File: config.mk
export PLATFORM = sky130hd
export DESIGN_NAME = rrf_front_end
export DESIGN_NICKNAME = d
export VERILOG_FILES = /design/src/pkg/rrf_pkg.sv /design/src/pkg/rrf_tag_if.sv /design/src/verilog/rrf_tag_decoder.sv /design/src/verilog/rrf_front_end.sv
export SDC_FILE = /design/constraint.sdc
export NUM_CORES = 1
export LEC_CHECK = 0
export BUFFER_PORTS_ARGS = -buffer_cell sky130_fd_sc_hd__buf_2
export CORE_AREA = 2 2 218 167
export CTS_CLUSTER_DIAMETER = 100
export DETAILED_ROUTE_END_ITERATION = 10
export DIE_AREA = 0 0 220 169
export MAX_ROUTING_LAYER = met4
export PLACE_DENSITY = 0.84
export SKIP_LAST_GASP = 1
export SLEW_MARGIN = 20
export SYNTH_ARGS = -nofsm -noshare
export SYNTH_HDL_FRONTEND = slang
export SYNTH_HIERARCHICAL = 1
export SYNTH_SLANG_ARGS = --single-unit
File: constraint.sdc
create_clock -name clk -period 10.1 [get_ports clk]
set_input_delay 0.505 -clock clk [delete_from_list [all_inputs] [get_ports clk]]
set_output_delay 0.505 -clock clk [all_outputs]
set_load 0.03 [all_outputs]
File: src/pkg/rrf_pkg.sv
// constants and types shared by the render register front end
package rrf_pkg;
    localparam int TAG_W = 12;
    localparam int OFS_W = 4;
    localparam int GRP_W = 8;
    localparam int DATA_W = 32;

    // register tags: major group above the low four offset bits
    localparam logic [11:0] TAG_RASTER_Y_EXTENT = 12'h015;
    localparam logic [11:0] TAG_COMPLETION_WAIT = 12'h017;
    localparam logic [11:0] TAG_RASTER_X_EXTENT = 12'h019;
    localparam logic [11:0] TAG_FRAGMENT_ORIGIN = 12'h039;
    localparam logic [11:0] TAG_TEXEL_VALUE = 12'h0c0;
    localparam logic [11:0] TAG_LB_UPDATE_CTRL = 12'h130;
    localparam logic [11:0] TAG_DEPTH_START_UPPER = 12'h136;
    localparam logic [11:0] TAG_DEPTH_START_LOWER = 12'h137;
    localparam logic [11:0] TAG_COLOR_CONVERT = 12'h1e0;

    // localbuffer update control fields
    localparam int LB_FORCE_BIT = 3;
    localparam int LB_BLOCK_BIT = 18;
    // colour conversion and chroma fields
    localparam int CC_ENABLE_BIT = 0;
    localparam int CC_MODE_LO = 1;
    localparam int CC_SOURCE_BIT = 3;
    localparam int CC_FAIL_ACTION_BIT = 4;
    localparam int CC_DISCARD_BIT = 5;
    // extent fields: 12-bit two's complement min in low half, max in high half
    localparam int EXT_W = 12;
    localparam int EXT_MAX_LO = 16;
    // depth start: upper holds integer bits, lower holds 11-bit fraction at top
    localparam int DEPTH_FRAC_W = 11;
    localparam int DEPTH_INT_W = 17;
    localparam int DEPTH_FRAC_LO = 21;
    // origin fields: 16-bit x low, y high
    localparam int ORG_W = 16;
    localparam int ORG_Y_LO = 16;

    localparam logic [31:0] RESET_WORD = 32'h0000_0000;
    localparam logic [31:0] UNREAD_WORD = 32'h0000_0000;

    typedef enum logic [1:0] {
        RRF_CHROMA_OFF,
        RRF_CHROMA_PASS_IN,
        RRF_CHROMA_FAIL_IN,
        RRF_CHROMA_RSVD
    } rrf_chroma_mode_t;

    typedef enum logic [1:0] {
        RRF_KIND_CONTROL,
        RRF_KIND_COMMAND,
        RRF_KIND_MIXED,
        RRF_KIND_OUTPUT
    } rrf_kind_t;
endpackage : rrf_pkg

File: src/pkg/rrf_tag_if.sv
// tag classification signals between the decoder and the register bank
`timescale 1ns/1ps
interface rrf_tag_if;
    logic [11:0] tag;
    logic [7:0] group;
    logic [3:0] offset;
    rrf_pkg::rrf_kind_t kind;
    logic readable;
    logic known;

    modport decoder (input tag, output group, output offset, output kind, output readable,
        output known);
    modport bank (output tag, input group, input offset, input kind, input readable,
        input known);
endinterface : rrf_tag_if

File: src/verilog/rrf_tag_decoder.sv
// register tag decoder: group, offset, type and read-back class
`timescale 1ns/1ps
module rrf_tag_decoder (
    rrf_tag_if.decoder tif
);
    always_comb begin
        tif.group = tif.tag[rrf_pkg::TAG_W-1:rrf_pkg::OFS_W];
        tif.offset = tif.tag[3:0];
        tif.kind = rrf_pkg::RRF_KIND_CONTROL;
        tif.readable = 1'b0;
        tif.known = 1'b1;
        unique case (tif.tag)
            rrf_pkg::TAG_COMPLETION_WAIT: begin
                tif.kind = rrf_pkg::RRF_KIND_COMMAND;
            end
            rrf_pkg::TAG_RASTER_Y_EXTENT, rrf_pkg::TAG_RASTER_X_EXTENT,
            rrf_pkg::TAG_FRAGMENT_ORIGIN, rrf_pkg::TAG_TEXEL_VALUE,
            rrf_pkg::TAG_LB_UPDATE_CTRL, rrf_pkg::TAG_DEPTH_START_UPPER,
            rrf_pkg::TAG_DEPTH_START_LOWER, rrf_pkg::TAG_COLOR_CONVERT: begin
                tif.readable = 1'b1;
            end
            default: begin
                tif.known = 1'b0;
            end
        endcase
    end
endmodule : rrf_tag_decoder

File: src/verilog/rrf_front_end.sv
// render register front end: tag writes, read-back and pipeline controls
`timescale 1ns/1ps
module rrf_front_end (
    input wire logic clk,
    input wire logic rst,
    // host tag port, one word per cycle from the input FIFO or DMA
    input wire logic wr_valid,
    output logic wr_ready,
    input wire logic [11:0] wr_tag,
    input wire logic [31:0] wr_data,
    input wire logic rd_valid,
    input wire logic [11:0] rd_tag,
    output logic [31:0] rd_data,
    output logic rd_ack,
    output logic rd_refused,
    // completion wait
    input wire logic fb_writes_pending,
    output logic pipe_stall,
    output logic wait_cmd_pulse,
    // localbuffer update decision
    input wire logic lb_write_enable,
    input wire logic stencil_pass,
    input wire logic depth_pass,
    input wire logic unit_enables,
    output logic lb_update,
    // fragment origin and fill limits
    input wire logic frag_valid,
    input wire logic [15:0] frag_x,
    input wire logic [15:0] frag_y,
    output logic [15:0] screen_x,
    output logic [15:0] screen_y,
    output logic screen_valid,
    output logic frag_inside,
    // colour conversion, chroma test and depth start
    input wire logic [31:0] texel_in,
    input wire logic [31:0] texel_converted,
    input wire logic chroma_in_bounds_in,
    input wire logic chroma_in_bounds_out,
    output logic [31:0] texel_value,
    output logic convert_enable,
    output logic suppress_plot,
    output logic suppress_texture,
    output logic texel_pass,
    output logic [27:0] depth_start
);
    rrf_tag_if wr_if ();
    rrf_tag_if rd_if ();

    rrf_tag_decoder u_wr_dec (
        .tif(wr_if.decoder)
    );
    rrf_tag_decoder u_rd_dec (
        .tif(rd_if.decoder)
    );

    assign wr_if.tag = wr_tag;
    assign rd_if.tag = rd_tag;

    logic [31:0] y_ext_q, y_ext_d;
    logic [31:0] x_ext_q, x_ext_d;
    logic [31:0] origin_q, origin_d;
    logic [31:0] texel_q, texel_d;
    logic [31:0] lbctl_q, lbctl_d;
    logic [31:0] zu_q, zu_d;
    logic [31:0] zl_q, zl_d;
    logic [31:0] yuv_q, yuv_d;
    logic wait_q, wait_d;
    logic [31:0] rd_data_q, rd_data_d;
    logic rd_ack_q, rd_ack_d;
    logic rd_refused_q, rd_refused_d;
    logic [15:0] sx_q, sx_d;
    logic [15:0] sy_q, sy_d;
    logic sv_q, sv_d;
    logic inside_q, inside_d;

    logic wr_take;
    logic wait_fire;

    // a stall blocks every later tag write, including more writes of the same group
    assign wr_ready = !wait_q;
    assign wr_take = wr_valid && wr_ready;
    assign wait_fire = wr_take && (wr_if.kind == rrf_pkg::RRF_KIND_COMMAND) &&
        (wr_tag == rrf_pkg::TAG_COMPLETION_WAIT);

    always_comb begin
        y_ext_d = y_ext_q;
        x_ext_d = x_ext_q;
        origin_d = origin_q;
        texel_d = texel_q;
        lbctl_d = lbctl_q;
        zu_d = zu_q;
        zl_d = zl_q;
        yuv_d = yuv_q;
        // data bits of the wait command are ignored
        wait_d = wait_q;
        if (wait_q && !fb_writes_pending) begin
            wait_d = 1'b0;
        end
        if (wait_fire) begin
            wait_d = 1'b1;
        end
        // mixed registers store like control ones; each download word overwrites the last
        if (wr_take && (wr_if.kind == rrf_pkg::RRF_KIND_CONTROL ||
            wr_if.kind == rrf_pkg::RRF_KIND_MIXED)) begin
            unique case (wr_tag)
                rrf_pkg::TAG_RASTER_Y_EXTENT: y_ext_d = wr_data;
                rrf_pkg::TAG_RASTER_X_EXTENT: x_ext_d = wr_data;
                rrf_pkg::TAG_FRAGMENT_ORIGIN: origin_d = wr_data;
                rrf_pkg::TAG_TEXEL_VALUE: texel_d = wr_data;
                rrf_pkg::TAG_LB_UPDATE_CTRL: lbctl_d = wr_data;
                rrf_pkg::TAG_DEPTH_START_UPPER: zu_d = wr_data;
                rrf_pkg::TAG_DEPTH_START_LOWER: zl_d = wr_data;
                rrf_pkg::TAG_COLOR_CONVERT: yuv_d = wr_data;
                default: begin
                end
            endcase
        end
    end

    always_ff @(posedge clk or posedge rst) begin
        if (rst) begin
            y_ext_q <= rrf_pkg::RESET_WORD;
            x_ext_q <= rrf_pkg::RESET_WORD;
            origin_q <= rrf_pkg::RESET_WORD;
            texel_q <= rrf_pkg::RESET_WORD;
            lbctl_q <= rrf_pkg::RESET_WORD;
            zu_q <= rrf_pkg::RESET_WORD;
            zl_q <= rrf_pkg::RESET_WORD;
            yuv_q <= rrf_pkg::RESET_WORD;
            wait_q <= 1'b0;
        end else begin
            y_ext_q <= y_ext_d;
            x_ext_q <= x_ext_d;
            origin_q <= origin_d;
            texel_q <= texel_d;
            lbctl_q <= lbctl_d;
            zu_q <= zu_d;
            zl_q <= zl_d;
            yuv_q <= yuv_d;
            wait_q <= wait_d;
        end
    end

    assign pipe_stall = wait_q;
    assign wait_cmd_pulse = wait_fire;

    // read-back: unreadable, command, output or unknown tags answer zero
    always_comb begin
        rd_ack_d = rd_valid;
        rd_refused_d = rd_valid && !rd_if.readable;
        rd_data_d = rrf_pkg::UNREAD_WORD;
        if (rd_valid && rd_if.readable && rd_if.kind != rrf_pkg::RRF_KIND_OUTPUT) begin
            unique case (rd_tag)
                rrf_pkg::TAG_RASTER_Y_EXTENT: rd_data_d = y_ext_q;
                rrf_pkg::TAG_RASTER_X_EXTENT: rd_data_d = x_ext_q;
                rrf_pkg::TAG_FRAGMENT_ORIGIN: rd_data_d = origin_q;
                rrf_pkg::TAG_TEXEL_VALUE: rd_data_d = texel_q;
                rrf_pkg::TAG_LB_UPDATE_CTRL: rd_data_d = lbctl_q;
                rrf_pkg::TAG_DEPTH_START_UPPER: rd_data_d = zu_q;
                rrf_pkg::TAG_DEPTH_START_LOWER: rd_data_d = zl_q;
                rrf_pkg::TAG_COLOR_CONVERT: rd_data_d = yuv_q;
                default: rd_data_d = rrf_pkg::UNREAD_WORD;
            endcase
        end
    end

    always_ff @(posedge clk or posedge rst) begin
        if (rst) begin
            rd_data_q <= rrf_pkg::UNREAD_WORD;
            rd_ack_q <= 1'b0;
            rd_refused_q <= 1'b0;
        end else begin
            rd_data_q <= rd_data_d;
            rd_ack_q <= rd_ack_d;
            rd_refused_q <= rd_refused_d;
        end
    end

    assign rd_data = rd_data_q;
    assign rd_ack = rd_ack_q;
    assign rd_refused = rd_refused_q;

    // localbuffer update: block beats force, force beats test results
    logic force_local_update;
    logic block_local_update;
    assign force_local_update = lbctl_q[rrf_pkg::LB_FORCE_BIT];
    assign block_local_update = lbctl_q[rrf_pkg::LB_BLOCK_BIT];

    always_comb begin
        if (block_local_update) begin
            lb_update = 1'b0;
        end else if (force_local_update) begin
            lb_update = lb_write_enable;
        end else begin
            lb_update = lb_write_enable && unit_enables && stencil_pass && depth_pass;
        end
    end

    // fragment path: origin added; X and Y fill limits checked on the incoming frag_x/frag_y coords
    logic signed [11:0] x_min, x_max, y_min, y_max;
    logic signed [15:0] sx_w, sy_w;
    assign x_min = x_ext_q[rrf_pkg::EXT_W-1:0];
    assign x_max = x_ext_q[rrf_pkg::EXT_MAX_LO +: rrf_pkg::EXT_W];
    assign y_min = y_ext_q[rrf_pkg::EXT_W-1:0];
    assign y_max = y_ext_q[rrf_pkg::EXT_MAX_LO +: rrf_pkg::EXT_W];

    always_comb begin
        sx_w = frag_x + origin_q[rrf_pkg::ORG_W-1:0];
        sy_w = frag_y + origin_q[rrf_pkg::ORG_Y_LO +: rrf_pkg::ORG_W];
        sx_d = sx_w;
        sy_d = sy_w;
        sv_d = frag_valid;
        // limits apply to raster coordinates, before the origin shift
        inside_d = frag_valid &&
            ($signed(frag_x) >= 16'(x_min)) && ($signed(frag_x) <= 16'(x_max)) &&
            ($signed(frag_y) >= 16'(y_min)) && ($signed(frag_y) <= 16'(y_max));
    end

    always_ff @(posedge clk or posedge rst) begin
        if (rst) begin
            sx_q <= 16'h0000;
            sy_q <= 16'h0000;
            sv_q <= 1'b0;
            inside_q <= 1'b0;
        end else begin
            sx_q <= sx_d;
            sy_q <= sy_d;
            sv_q <= sv_d;
            inside_q <= inside_d;
        end
    end

    assign screen_x = sx_q;
    assign screen_y = sy_q;
    assign screen_valid = sv_q;
    assign frag_inside = inside_q;

    // colour conversion and chroma test
    rrf_pkg::rrf_chroma_mode_t chroma_check_select;
    logic chroma_check_source;
    logic chroma_fail_action;
    logic texel_discard_select;
    logic in_bounds;
    logic chroma_fail;
    assign convert_enable = yuv_q[rrf_pkg::CC_ENABLE_BIT];
    assign chroma_check_select = rrf_pkg::rrf_chroma_mode_t'(yuv_q[rrf_pkg::CC_MODE_LO +: 2]);
    assign chroma_check_source = yuv_q[rrf_pkg::CC_SOURCE_BIT];
    assign chroma_fail_action = yuv_q[rrf_pkg::CC_FAIL_ACTION_BIT];
    assign texel_discard_select = yuv_q[rrf_pkg::CC_DISCARD_BIT];
    assign in_bounds = chroma_check_source ? chroma_in_bounds_out : chroma_in_bounds_in;
    // converted data is taken from the texel_converted input when enabled, else texel_in
    logic [31:0] texel_value_q, texel_value_d;

    always_comb begin
        texel_value_d = convert_enable ? texel_converted : texel_in;
    end

    // registered so the texel word leaves on a flop, one cycle behind its inputs
    always_ff @(posedge clk or posedge rst) begin
        if (rst) begin
            texel_value_q <= rrf_pkg::RESET_WORD;
        end else begin
            texel_value_q <= texel_value_d;
        end
    end

    assign texel_value = texel_value_q;

    always_comb begin
        unique case (chroma_check_select)
            rrf_pkg::RRF_CHROMA_PASS_IN: chroma_fail = !in_bounds;
            rrf_pkg::RRF_CHROMA_FAIL_IN: chroma_fail = in_bounds;
            default: chroma_fail = 1'b0;
        endcase
    end

    assign suppress_plot = chroma_fail && !chroma_fail_action;
    assign suppress_texture = chroma_fail && chroma_fail_action;
    assign texel_pass = !(texel_discard_select && chroma_fail);

    // 17 integer bits from upper part, 11 fraction bits from top of lower part
    assign depth_start = {zu_q[rrf_pkg::DEPTH_INT_W-1:0],
        zl_q[rrf_pkg::DEPTH_FRAC_LO +: rrf_pkg::DEPTH_FRAC_W]};
endmodule : rrf_front_end

[Word-level counts from Yosys, hierarchy flattened]
Index checks and enable logic that the tools add are counted.
Storage, ports and cells
  input port bits: 164
  logic and storage cells: 94
  output and inout port bits: 136
  register bits: 357
Operators by class
  mux-type cells: 12
  eq/ne operators: 23
  reduce and logical (&&, ||, !) cells: 36
  order comparisons: 4
  add/subtract/negate cells: 2
Operators with widths (number)
  $pmux W32 S8: 1
  $eq A12 B9 Y1 const B: 8
  $eq A12 B5 Y1 const B: 6
  $mux W32: 2
  $add A16 B16 Y16: 2
  $ge A16 B12 Y1: 2
  $le A16 B12 Y1: 2
  $eq A12 B6 Y1 const B: 2
  $eq A12 B8 Y1 const B: 2
  $logic_and A1 B1 Y1: 18
  $reduce_and A2 Y1: 8
  $mux W1: 8
  $reduce_or A8 Y1: 1
  $logic_not A1 Y1: 6
  $eq A2 B1 Y1 const B: 2
  $eq A2 B2 Y1 const B: 2
  $logic_not A2 Y1: 1
  $ne A2 B2 Y1 const B: 1
  $pmux W1 S2: 1
  $reduce_bool A2 Y1: 1
  $logic_or A1 B1 Y1: 1

[Longest topological paths before layout]
Gate-level depths: netlist (run 1).
  depth in word-level cells: 6
  depth in mapped cells: 10
  gate-level depth less buffers: 9

[Hierarchy]
The synthesis (run 1) kept the hierarchy.
Modules (own cells, without submodules)
  rrf_front_end: area an instance 17499.3 um^2, times used 1, cells an instance 1410, sequential area each 8933.6 um^2
  rrf_tag_decoder: area an instance 252.7 um^2, times used 2, cells an instance 38, sequential area each 0.0 um^2

[Worst setup path before layout (run 1)]
OpenSTA, ideal clock, no wires.
  path type: input to register
  start: in wr_tag[1]
  end: reg origin_q[0]
  slack: 7.450 ns
  cell stages on the path: 9
  library setup time: 0.127 ns
  data arrival time: 2.523 ns
  data required time: 9.973 ns
  buffers on the path: 1
  path through: and3b_2 > nand4_1 > nor2_1 > nor3b_1 > and3b_1 > nand3b_1 > nor4_2 > clkbuf_1 > mux2_1
Between the ends
  cells in the longest elaborated chain, start to end: 6
  elaborated cells between the ends (all ways): 8
  those cells by class: 3 x eq/ne; 1 x mux; 4 x reduce/logical
RTL lines
  start: declaration: RTL line rrf_front_end.sv:9  | input wire logic [11:0] wr_tag,
  $eq A12 B5 Y1 (*)
  $mux W1 (*): RTL line rrf_tag_decoder.sv:12  | unique case (tif.tag)
  net wr_if.kind[0]: RTL line rrf_tag_if.sv:7  | rrf_pkg::rrf_kind_t kind;
  $eq A2 B2 Y1 or $logic_not A2 Y1 (tied branches): RTL line rrf_front_end.sv:104, rrf_front_end.sv:103
  $logic_or A1 B1 Y1 (*): RTL line rrf_front_end.sv:103  | if (wr_take && (wr_if.kind == rrf_pkg::RRF_KIND_CONTROL ||
  $logic_and A1 B1 Y1 (*): RTL line rrf_front_end.sv:103
  $reduce_and A2 Y1 (no source line) (*)
  end signal: assignment: RTL line rrf_front_end.sv:124  | origin_q <= rrf_pkg::RESET_WORD;
  end signal: assignment: RTL line rrf_front_end.sv:134  | origin_q <= origin_d;
  end: declaration: RTL line rrf_front_end.sv:61  | logic [31:0] origin_q, origin_d;
The timed path passes the listed nets; every way through them passes the cells marked *.
A chain may end at the register's enable or synchronous reset.

[Worst setup path after layout (run 1)]
  start: in rd_tag[5]
  end: reg rd_data_q[10] (netlist: rd_data[10])
Between the ends
  cells in the longest elaborated chain, start to end: 6
  elaborated cells between the ends (all ways): 17
  those cells by class: 10 x eq/ne; 4 x mux; 3 x reduce/logical
RTL lines
  start: declaration: RTL line rrf_front_end.sv:12  | input wire logic [11:0] rd_tag,
  $eq A12 B5 Y1 (tied with other cells): RTL line rrf_tag_decoder.sv:12, rrf_front_end.sv:153
  $reduce_or A8 Y1: RTL line rrf_tag_decoder.sv:12
  $mux W1: RTL line rrf_tag_decoder.sv:12
  $logic_and A1 B1 Y1 (2 in a row): RTL line rrf_front_end.sv:152  | if (rd_valid && rd_if.readable && rd_if.kind != rrf_pkg::RRF_KIND_OUTPUT) begin
  $mux W32 (*): RTL line rrf_front_end.sv:152
  net rd_data_d[10]: RTL line rrf_front_end.sv:68  | logic [31:0] rd_data_q, rd_data_d;
  end signal: assignment: RTL line rrf_front_end.sv:169  | rd_data_q <= rrf_pkg::UNREAD_WORD;
  end signal: assignment: RTL line rrf_front_end.sv:173  | rd_data_q <= rd_data_d;
  end: declaration: RTL line rrf_front_end.sv:68
Marked as above.

==> impl_summary.log, run 1 <==
[metrics] maximum fanout count along the critical path: 54
[metrics] cells after synthesis: 1444
[metrics] die outline width: 220 um
[metrics] worst voltage drop across the vdd grid: 112 uV
[metrics] quantity of gates resized following cts: 0
[metrics] Placer Congestion: 0.926
[metrics] arrival time worst endpoint: 3570 ps
[metrics] final core utilization: 59.0%
[metrics] aggregate global-route resource usage: 28.5%
[metrics] final instance area: 20700 um2
[metrics] run status: finished, final reports clean
[metrics] buffers from clock root to sink, at most: 3
[metrics] TritonCTS clock tree: yes
[metrics] starting utilization of the core area: 50.4%
[metrics] CP Class: in2reg
[metrics] ratio of routed vias to standard cells: 6.13
[metrics] Post-CTS Hold Buffers: 0
[metrics] Post-CTS Setup Bufs: 0
[metrics] routed wire length: 51400 um
[metrics] final worst clock skew: 15.8 ps
[metrics] clock-pin slew on the worst setup and hold paths: 60 ps
[metrics] Cell Rows: 60
[metrics] filler instances: 2880
[metrics] worst setup slack after placement: 6500 ps
[metrics] number of H-tree levels: 2
[metrics] cell with the biggest individual delay on the critical path: nor2_1
[metrics] stage delay of the slowest cell on the critical path: 750 ps
[metrics] setup repair after global routing missed its margin: false
[metrics] pwr dens: 147 nW/um2
[metrics] Worst Tran Pin Value: 1080 ps
[metrics] Slew HR: 27.8%
[metrics] path type of the worst min-delay path: in2reg
[metrics] post-placement cell count: 2135
[metrics] f_max: 322 MHz
[metrics] total negative setup slack: 0 ps
[metrics] mean instance size in the synthesized netlist: 12.3 um2
[metrics] count of maximum capacitance violations: 0
[metrics] number of cells in the finished layout apart from fillers: 2202
[metrics] Req. time, crit path: 10560 ps
[metrics] HPWL Detailed: 36500 um
[metrics] most frequent cell on the critical path: buf_4
[metrics] Pre-Repair DR Iteration Count: 10
[metrics] family with the most delay on the worst path: simple AND/OR/NAND/NOR gates
[metrics] crit path capture type: flop
[metrics] number of violations reported at the end of detailed-routing iteration 0: 1613
[metrics] insertion delay of the later-clocked pin in the worst-skew pair: 550 ps
[metrics] Setup crit start kind: input pin
[metrics] average wire length per cell after detail routing: 23.4 um
[metrics] largest net degree at the start of global routing: 182
[metrics] buffering stage count on the worst path with inverters included: 3
[metrics] post-route fraction of the period consumed by the critical path: 30.8%
[metrics] min Tclk post-route: 3110 ps
[metrics] TritonCTS Sinks: 357
[metrics] leakage power total: 10.5 nW
[metrics] final-report max-slew violation count: 0
[metrics] NumNets Final: 1969
[metrics] Mapped Area: 17700 um2
[metrics] vias in the first global route: 13700
[metrics] clock buffer count from CTS: 37
[metrics] total of warnings raised by yosys: 6
[metrics] final setup margin: 6990 ps
[metrics] port bufs: 299
[metrics] ratio of cells with drive above 1 in the final layout: 24.3%
[metrics] Die Span Y: 169 um
[metrics] worst path cell trace: buf_2 > buf_4 > nand2_1 > nand4bb_1 > or2_2 > nor2_1 > buf_4 > a222oi_1 > a31oi_1
[metrics] CTS Root Buffer Type: clkbuf_16
[metrics] antenna violations before repair: 1
[metrics] Post-route DRC: 0
[metrics] via count of the routed design: 13500
[metrics] total cell area at the placement stage: 19500 um2
[metrics] wire length of the first global-routing pass: 78500 um
[metrics] Boundary Pins: 300
[metrics] Total Die Area: 37200 um2
[metrics] area added between synthesis and finish: 17.0%
[metrics] Post-Syn Nets: 1704
[metrics] final hold vios: 0
[metrics] remaining number of nets flagged by the antenna check after routing: 0
[metrics] setup-violating endpoint count in the final report: 0
[metrics] remaining global-route overflow: 0
[metrics] core box area: 35100 um2
==> cell type report <==
type                    count  area (um2)  area share (%)
diodes                      2        5.00          0.0242
clock buffers              52        1020            4.93
clock inverters            13         146           0.707
inverters                  68         259            1.25
multi-input cells         928        8090            39.1
flip-flops and latches    357        8930            43.1
well taps                 465         582            2.81
repair buffers            317        1680            8.09
==> layer usage <==
layer  vias up  global-route usage, %  routed length (um)
li1       5879                      -                   -
met2       658                   43.5               24200
met4         0                   10.5                1750
met5         -                      -                   0
met1      6837                   38.7               21200
met3       118                   4.44                4350
==> stage by stage <==
step                total power, W  hold WS, ps
floorplan                  0.00162          457
global placement           0.00171          466
detailed placement         0.00172          474
CTS                        0.00306         90.7
global route               0.00314          101
finish                     0.00304          111
==> power by group <==
part,total (W),leakage (nW),internal [W],switching (W)
Combinational,0.000241,5.11,0.0000818,0.000159
Sequential,0.00146,4.82,0.00145,0.00000746
Clock,0.00134,0.569,0.000765,0.000574
==> worst reg2reg max path, delay by kind of cell, from the launching register on <==
| family | cells | cell delay (ps) |
|---|---|---|
| and+or+nand+nor | 2 | 1340 |
| muxes | 1 | 700 |
| DFF | 1 | 410 |
==> cell usage in the layout, fill, tap and decap left out, drive strengths merged, types with 5 or more instances in the layout <==
cell,n
dfrtp,357
a21oi,58
ha,94
mux2,293
xor2,6
xnor2,17
o211ai,5
o21a,9
a21o,17
o21ai,42
a22oi,9
inv,71
a222oi,44
nor3,13
a31oi,29
clkinv,5
and3,9
or4,5
or3,6
buf,317
mux2i,24
nor3b,6
nand4,12
nor4,8
nand2,59
a211oi,10
clkbuf,52
nand3,21
o22ai,5
nor2b,10
nor2,44
a221oi,7
==> worst paths after layout <==
kind | startpoint | end | slack (ps) | cells after the start
max in group asynchronous | rst | origin_q[1]$_DFFE_PP0P_ | 8260 | 4
worst max-delay path | rd_tag[5] | rd_data[10]$_DFF_PP0_ | 6990 | 9
worst min register to register | x_ext_q[14]$_DFFE_PP0P_ | x_ext_q[14]$_DFFE_PP0P_ | 490 | 1
min in group asynchronous | rst | screen_y[12]$_DFF_PP0_ | 200 | 3
worst max register to register | pipe_stall$_DFFE_PP0P_ | texel_q[4]$_DFFE_PP0P_ | 7530 | 3
worst min-delay path | frag_valid | screen_valid$_DFF_PP0_ | 110 | 1
Power figures use the tool's default switching activity.
==> run 2: changes to the inputs <==
Settings changed: ABC_AREA set to 1, CORE_AREA 2 2 218 167 to 2 2 213 162, DIE_AREA 0 0 220 169 to 0 0 215 164, PLACE_DENSITY 0.84 to 0.87.
Clock period 10.1 ns to 2.99 ns, I/O delays scaled along.
==> run 2 against run 1 <==
The run now ends with DRC left. Die area fell by 5.2%. Final cell count grew 39%. Register-to-register slack worse by 7000 ps. Via count increased by 33%. Hold slack worse by 110 ps. Sequential cell count unchanged. Synthesized cell count grew 56%. Critical path depth increased by 2. Critical endpoint is now screen_y[12]$_DFF_PP0_.
==> impl_summary.log, run 2 <==
[metrics] run status: complete, but fails checks (was finished, final reports clean)
[metrics] Post-CTS Setup Bufs: 0 (unchanged)
[metrics] violations in the final reports: DRC
[metrics] stage delay of the slowest cell on the critical path: 450 ps (was 750 ps)
[metrics] TritonCTS clock tree: yes (unchanged)
[metrics] starting utilization of the core area: 55.0% (was 50.4%)
[metrics] port bufs: 299 (unchanged)
[metrics] clock buffer count from CTS: 36 (was 37)
[metrics] Pre-Repair DR Iteration Count: 10 (unchanged)
[metrics] Slew HR: 37.3% (was 27.8%)
[metrics] WL met3: 9520 um (was 4350 um)
[metrics] number of violations reported at the end of detailed-routing iteration 0: 2809 (was 1613)
[metrics] cell with the biggest individual delay on the critical path: dfrtp_1 (was nor2_1)
[metrics] aggregate global-route resource usage: 36.6% (was 28.5%)
[metrics] Post-Syn Nets: 2508 (was 1704)
[metrics] antenna violations before repair: 6 (was 1)
[metrics] Hold Path Cell Cnt: 3 (was 1)
[metrics] routed metal-1 wirelength: 24500 um (was 21200 um)
[metrics] worst voltage drop across the vdd grid: 334 uV (was 112 uV)
[metrics] most frequent cell on the critical path: nand2_1 (was buf_4)
[metrics] final setup margin: 551 ps (was 6990 ps)
[metrics] setup repair after global routing missed its margin: false (unchanged)
[metrics] min Tclk post-route: 2440 ps
[metrics] leakage power total: 11.2 nW (was 10.5 nW)
[metrics] ratio of cells with drive above 1 in the final layout: 17.4% (was 24.3%)
[metrics] mean instance size in the synthesized netlist: 8.13 um2 (was 12.3 um2)
[metrics] arrival time worst endpoint: 2920 ps (was 3570 ps)
[metrics] total power of the final layout: 0.0109 W (was 0.00304 W)
[metrics] Min-Delay Startpoint: wr_data[27] (was frag_valid)
[metrics] Post-route DRC: 1 (was 0)
[metrics] clock-pin slew on the worst setup and hold paths: 70 ps (was 60 ps)
[metrics] number of H-tree levels: 2 (unchanged)
[metrics] Req. time, crit path: 3470 ps (was 10560 ps)
[metrics] Cell Rows: 58 (was 60)
[metrics] Worst Tran Pin Value: 938 ps (was 1080 ps)
[metrics] NumNets Final: 2837 (was 1969)
[metrics] final-report max-slew violation count: 0 (unchanged)
[metrics] path type of the worst min-delay path: in2reg (unchanged)
[metrics] Mapped Area: 18300 um2 (was 17700 um2)
[metrics] CTS Root Buffer Type: clkbuf_16 (unchanged)
[metrics] wire length of the first global-routing pass: 96500 um (was 78500 um)
[metrics] ratio of routed vias to standard cells: 5.88 (was 6.13)
[metrics] largest net degree at the start of global routing: 65 (was 182)
[metrics] Post-CTS Hold Buffers: 76 (was 0)
[metrics] worst path cell trace: ha_1 > inv_1 > fa_1 > o21ai_0 > a21boi_0 > inv_1 > nand2_1 > nand2_1 > nand3_1 > nand2_1 > xor2_1 (was buf_2 > buf_4 > nand2_1 > nand4bb_1 > or2_2 > nor2_1 > buf_4 > a222oi_1 > a31oi_1)
[metrics] vias in the first global route: 17200 (was 13700)
[metrics] Boundary Pins: 300 (unchanged)
[metrics] top routing layer in use: met4 (unchanged)
[metrics] total cell area at the placement stage: 20100 um2 (was 19500 um2)
[metrics] post-route fraction of the period consumed by the critical path: 81.6%
[metrics] most common cell after layout, fill and taps aside: nand2_1 (was dfrtp_1)
[metrics] buffers from clock root to sink, at most: 3 (unchanged)
[metrics] final instance area: 22200 um2 (was 20700 um2)
[metrics] Setup crit start kind: flop (was input pin)
[metrics] via count of the routed design: 18000 (was 13500)
[metrics] final worst clock skew: 15.8 ps (about the same)
[metrics] area added between synthesis and finish: 21.5% (was 17.0%)
[metrics] reg-to-reg setup timing slack: 550 ps (was 7530 ps)
[metrics] routed wire length: 63100 um (was 51400 um)
[metrics] Placer Congestion: 1.01 (was 0.926)
[metrics] HPWL Detailed: 43700 um (was 36500 um)
[metrics] core box area: 33200 um2 (was 35100 um2)
[metrics] maximum fanout count along the critical path: 3 (was 54)
[metrics] Die Span Y: 164 um (was 169 um)
[metrics] CP Class: reg2reg (was in2reg)
[metrics] quantity of gates resized following cts: 0 (unchanged)
[metrics] setup-violating endpoint count in the final report: 0 (unchanged)
[metrics] die outline width: 215 um (was 220 um)
[metrics] average wire length per cell after detail routing: 20.6 um (was 23.4 um)
[metrics] capture point of the worst reg-to-reg path: screen_y[12]$_DFF_PP0_ (was texel_q[4]$_DFFE_PP0P_)
[metrics] crit path capture type: flop (unchanged)
[metrics] total of warnings raised by yosys: 6 (unchanged)
[metrics] leading cell types in the layout, fill and taps excluded: 598 x nand2_1, 357 x dfrtp_1, 308 x o21ai_0 (was 357 x dfrtp_1, 299 x buf_2, 261 x mux2_1)
[metrics] TritonCTS Sinks: 357 (unchanged)
[metrics] WHS Endpoint: y_ext_q[27]$_DFFE_PP0P_ (was screen_valid$_DFF_PP0_)
[metrics] Total Die Area: 35300 um2 (was 37200 um2)
[metrics] final core utilization: 66.8% (was 59.0%)
[metrics] remaining number of nets flagged by the antenna check after routing: 0 (unchanged)
[metrics] f_max: 410 MHz
[metrics] Reg2Reg Depth: 11 (was 3)
[metrics] count of maximum capacitance violations: 0 (unchanged)
[metrics] insertion delay of the later-clocked pin in the worst-skew pair: 550 ps (about the same)
[metrics] pwr dens: 491 nW/um2 (was 147 nW/um2)
[metrics] source of the worst register-to-register timing path: origin_q[16]$_DFFE_PP0P_ (was pipe_stall$_DFFE_PP0P_)
[metrics] final hold vios: 0 (unchanged)
[metrics] remaining global-route overflow: 0 (unchanged)
[metrics] worst setup slack after placement: 653 ps (was 6500 ps)
[metrics] cells after synthesis: 2248 (was 1444)
[metrics] Detail Route met2 WL: 26600 um (was 24200 um)
[metrics] filler instances: 2569 (was 2880)
-- run 2: routing by layer --
layer  global-route usage [%]  vias to the layer above
met5                        -                        -
met4                     13.5                        0
met3                     13.8                      234
met2                     51.1                     1397
met1                     48.5                     8392
li1                         -                     7956
-- run 2: critical path: cells and delay by family (launching register included) --
kind,cells,cell delay [ps]
AOI/OAI and AO/OA,2,640
adders and majority gates,2,610
DFF,1,450
and+or+nand+nor,4,310
buffers and inverters,2,190
xor gates and xnor gates,1,150
-- run 2: layout make-up --
| cell class | count | area, um2 | area share, % |
|---|---|---|---|
| antenna | 6 | 15.0 | 0.0676 |
| clock buffer | 48 | 1050 | 4.72 |
| clock inverter | 17 | 265 | 1.20 |
| inverter | 241 | 908 | 4.09 |
| multi-input combinational | 1527 | 7850 | 35.4 |
| sequential | 357 | 8930 | 40.2 |
| tap | 450 | 563 | 2.54 |
| timing repair buffer | 414 | 2610 | 11.8 |
-- run 2: report_power, final --
part	switching [W]	leakage, nW	internal, W
clock	0.00202	0.657	0.00301
sequential	0.0000272	4.83	0.00489
combinational	0.000622	5.74	0.000323
total	0.00267	11.2	0.00822
-- run 2: per-stage QoR --
step                std cells  TNS, ps  hold slack [ps]
floorplan                2248  -693940              181
global placement         2913        0              293
detailed placement       2913        0              289
CTS                      3054        0             6.75
global route             3060        0             40.3
finish                   3060        0             3.22
-- run 2: worst max-delay path by stage --
| stage | startpoint | to | depth (start not counted) |
|---|---|---|---|
| 3_3_place_gp | origin_q[16]$_DFFE_PP0P_ | screen_y[12]$_DFF_PP0_ | 11 |
| 4_1_cts | origin_q[16]$_DFFE_PP0P_ | screen_y[12]$_DFF_PP0_ | 11 |
| 5_1_grt | origin_q[16]$_DFFE_PP0P_ | screen_y[12]$_DFF_PP0_ | 11 |
| 6_report | origin_q[16]$_DFFE_PP0P_ | screen_y[12]$_DFF_PP0_ | 11 |
| 3_5_place_dp | origin_q[16]$_DFFE_PP0P_ | screen_y[12]$_DFF_PP0_ | 11 |
| 2_1_floorplan | rst | frag_inside$_DFF_PP0_ | 1 |
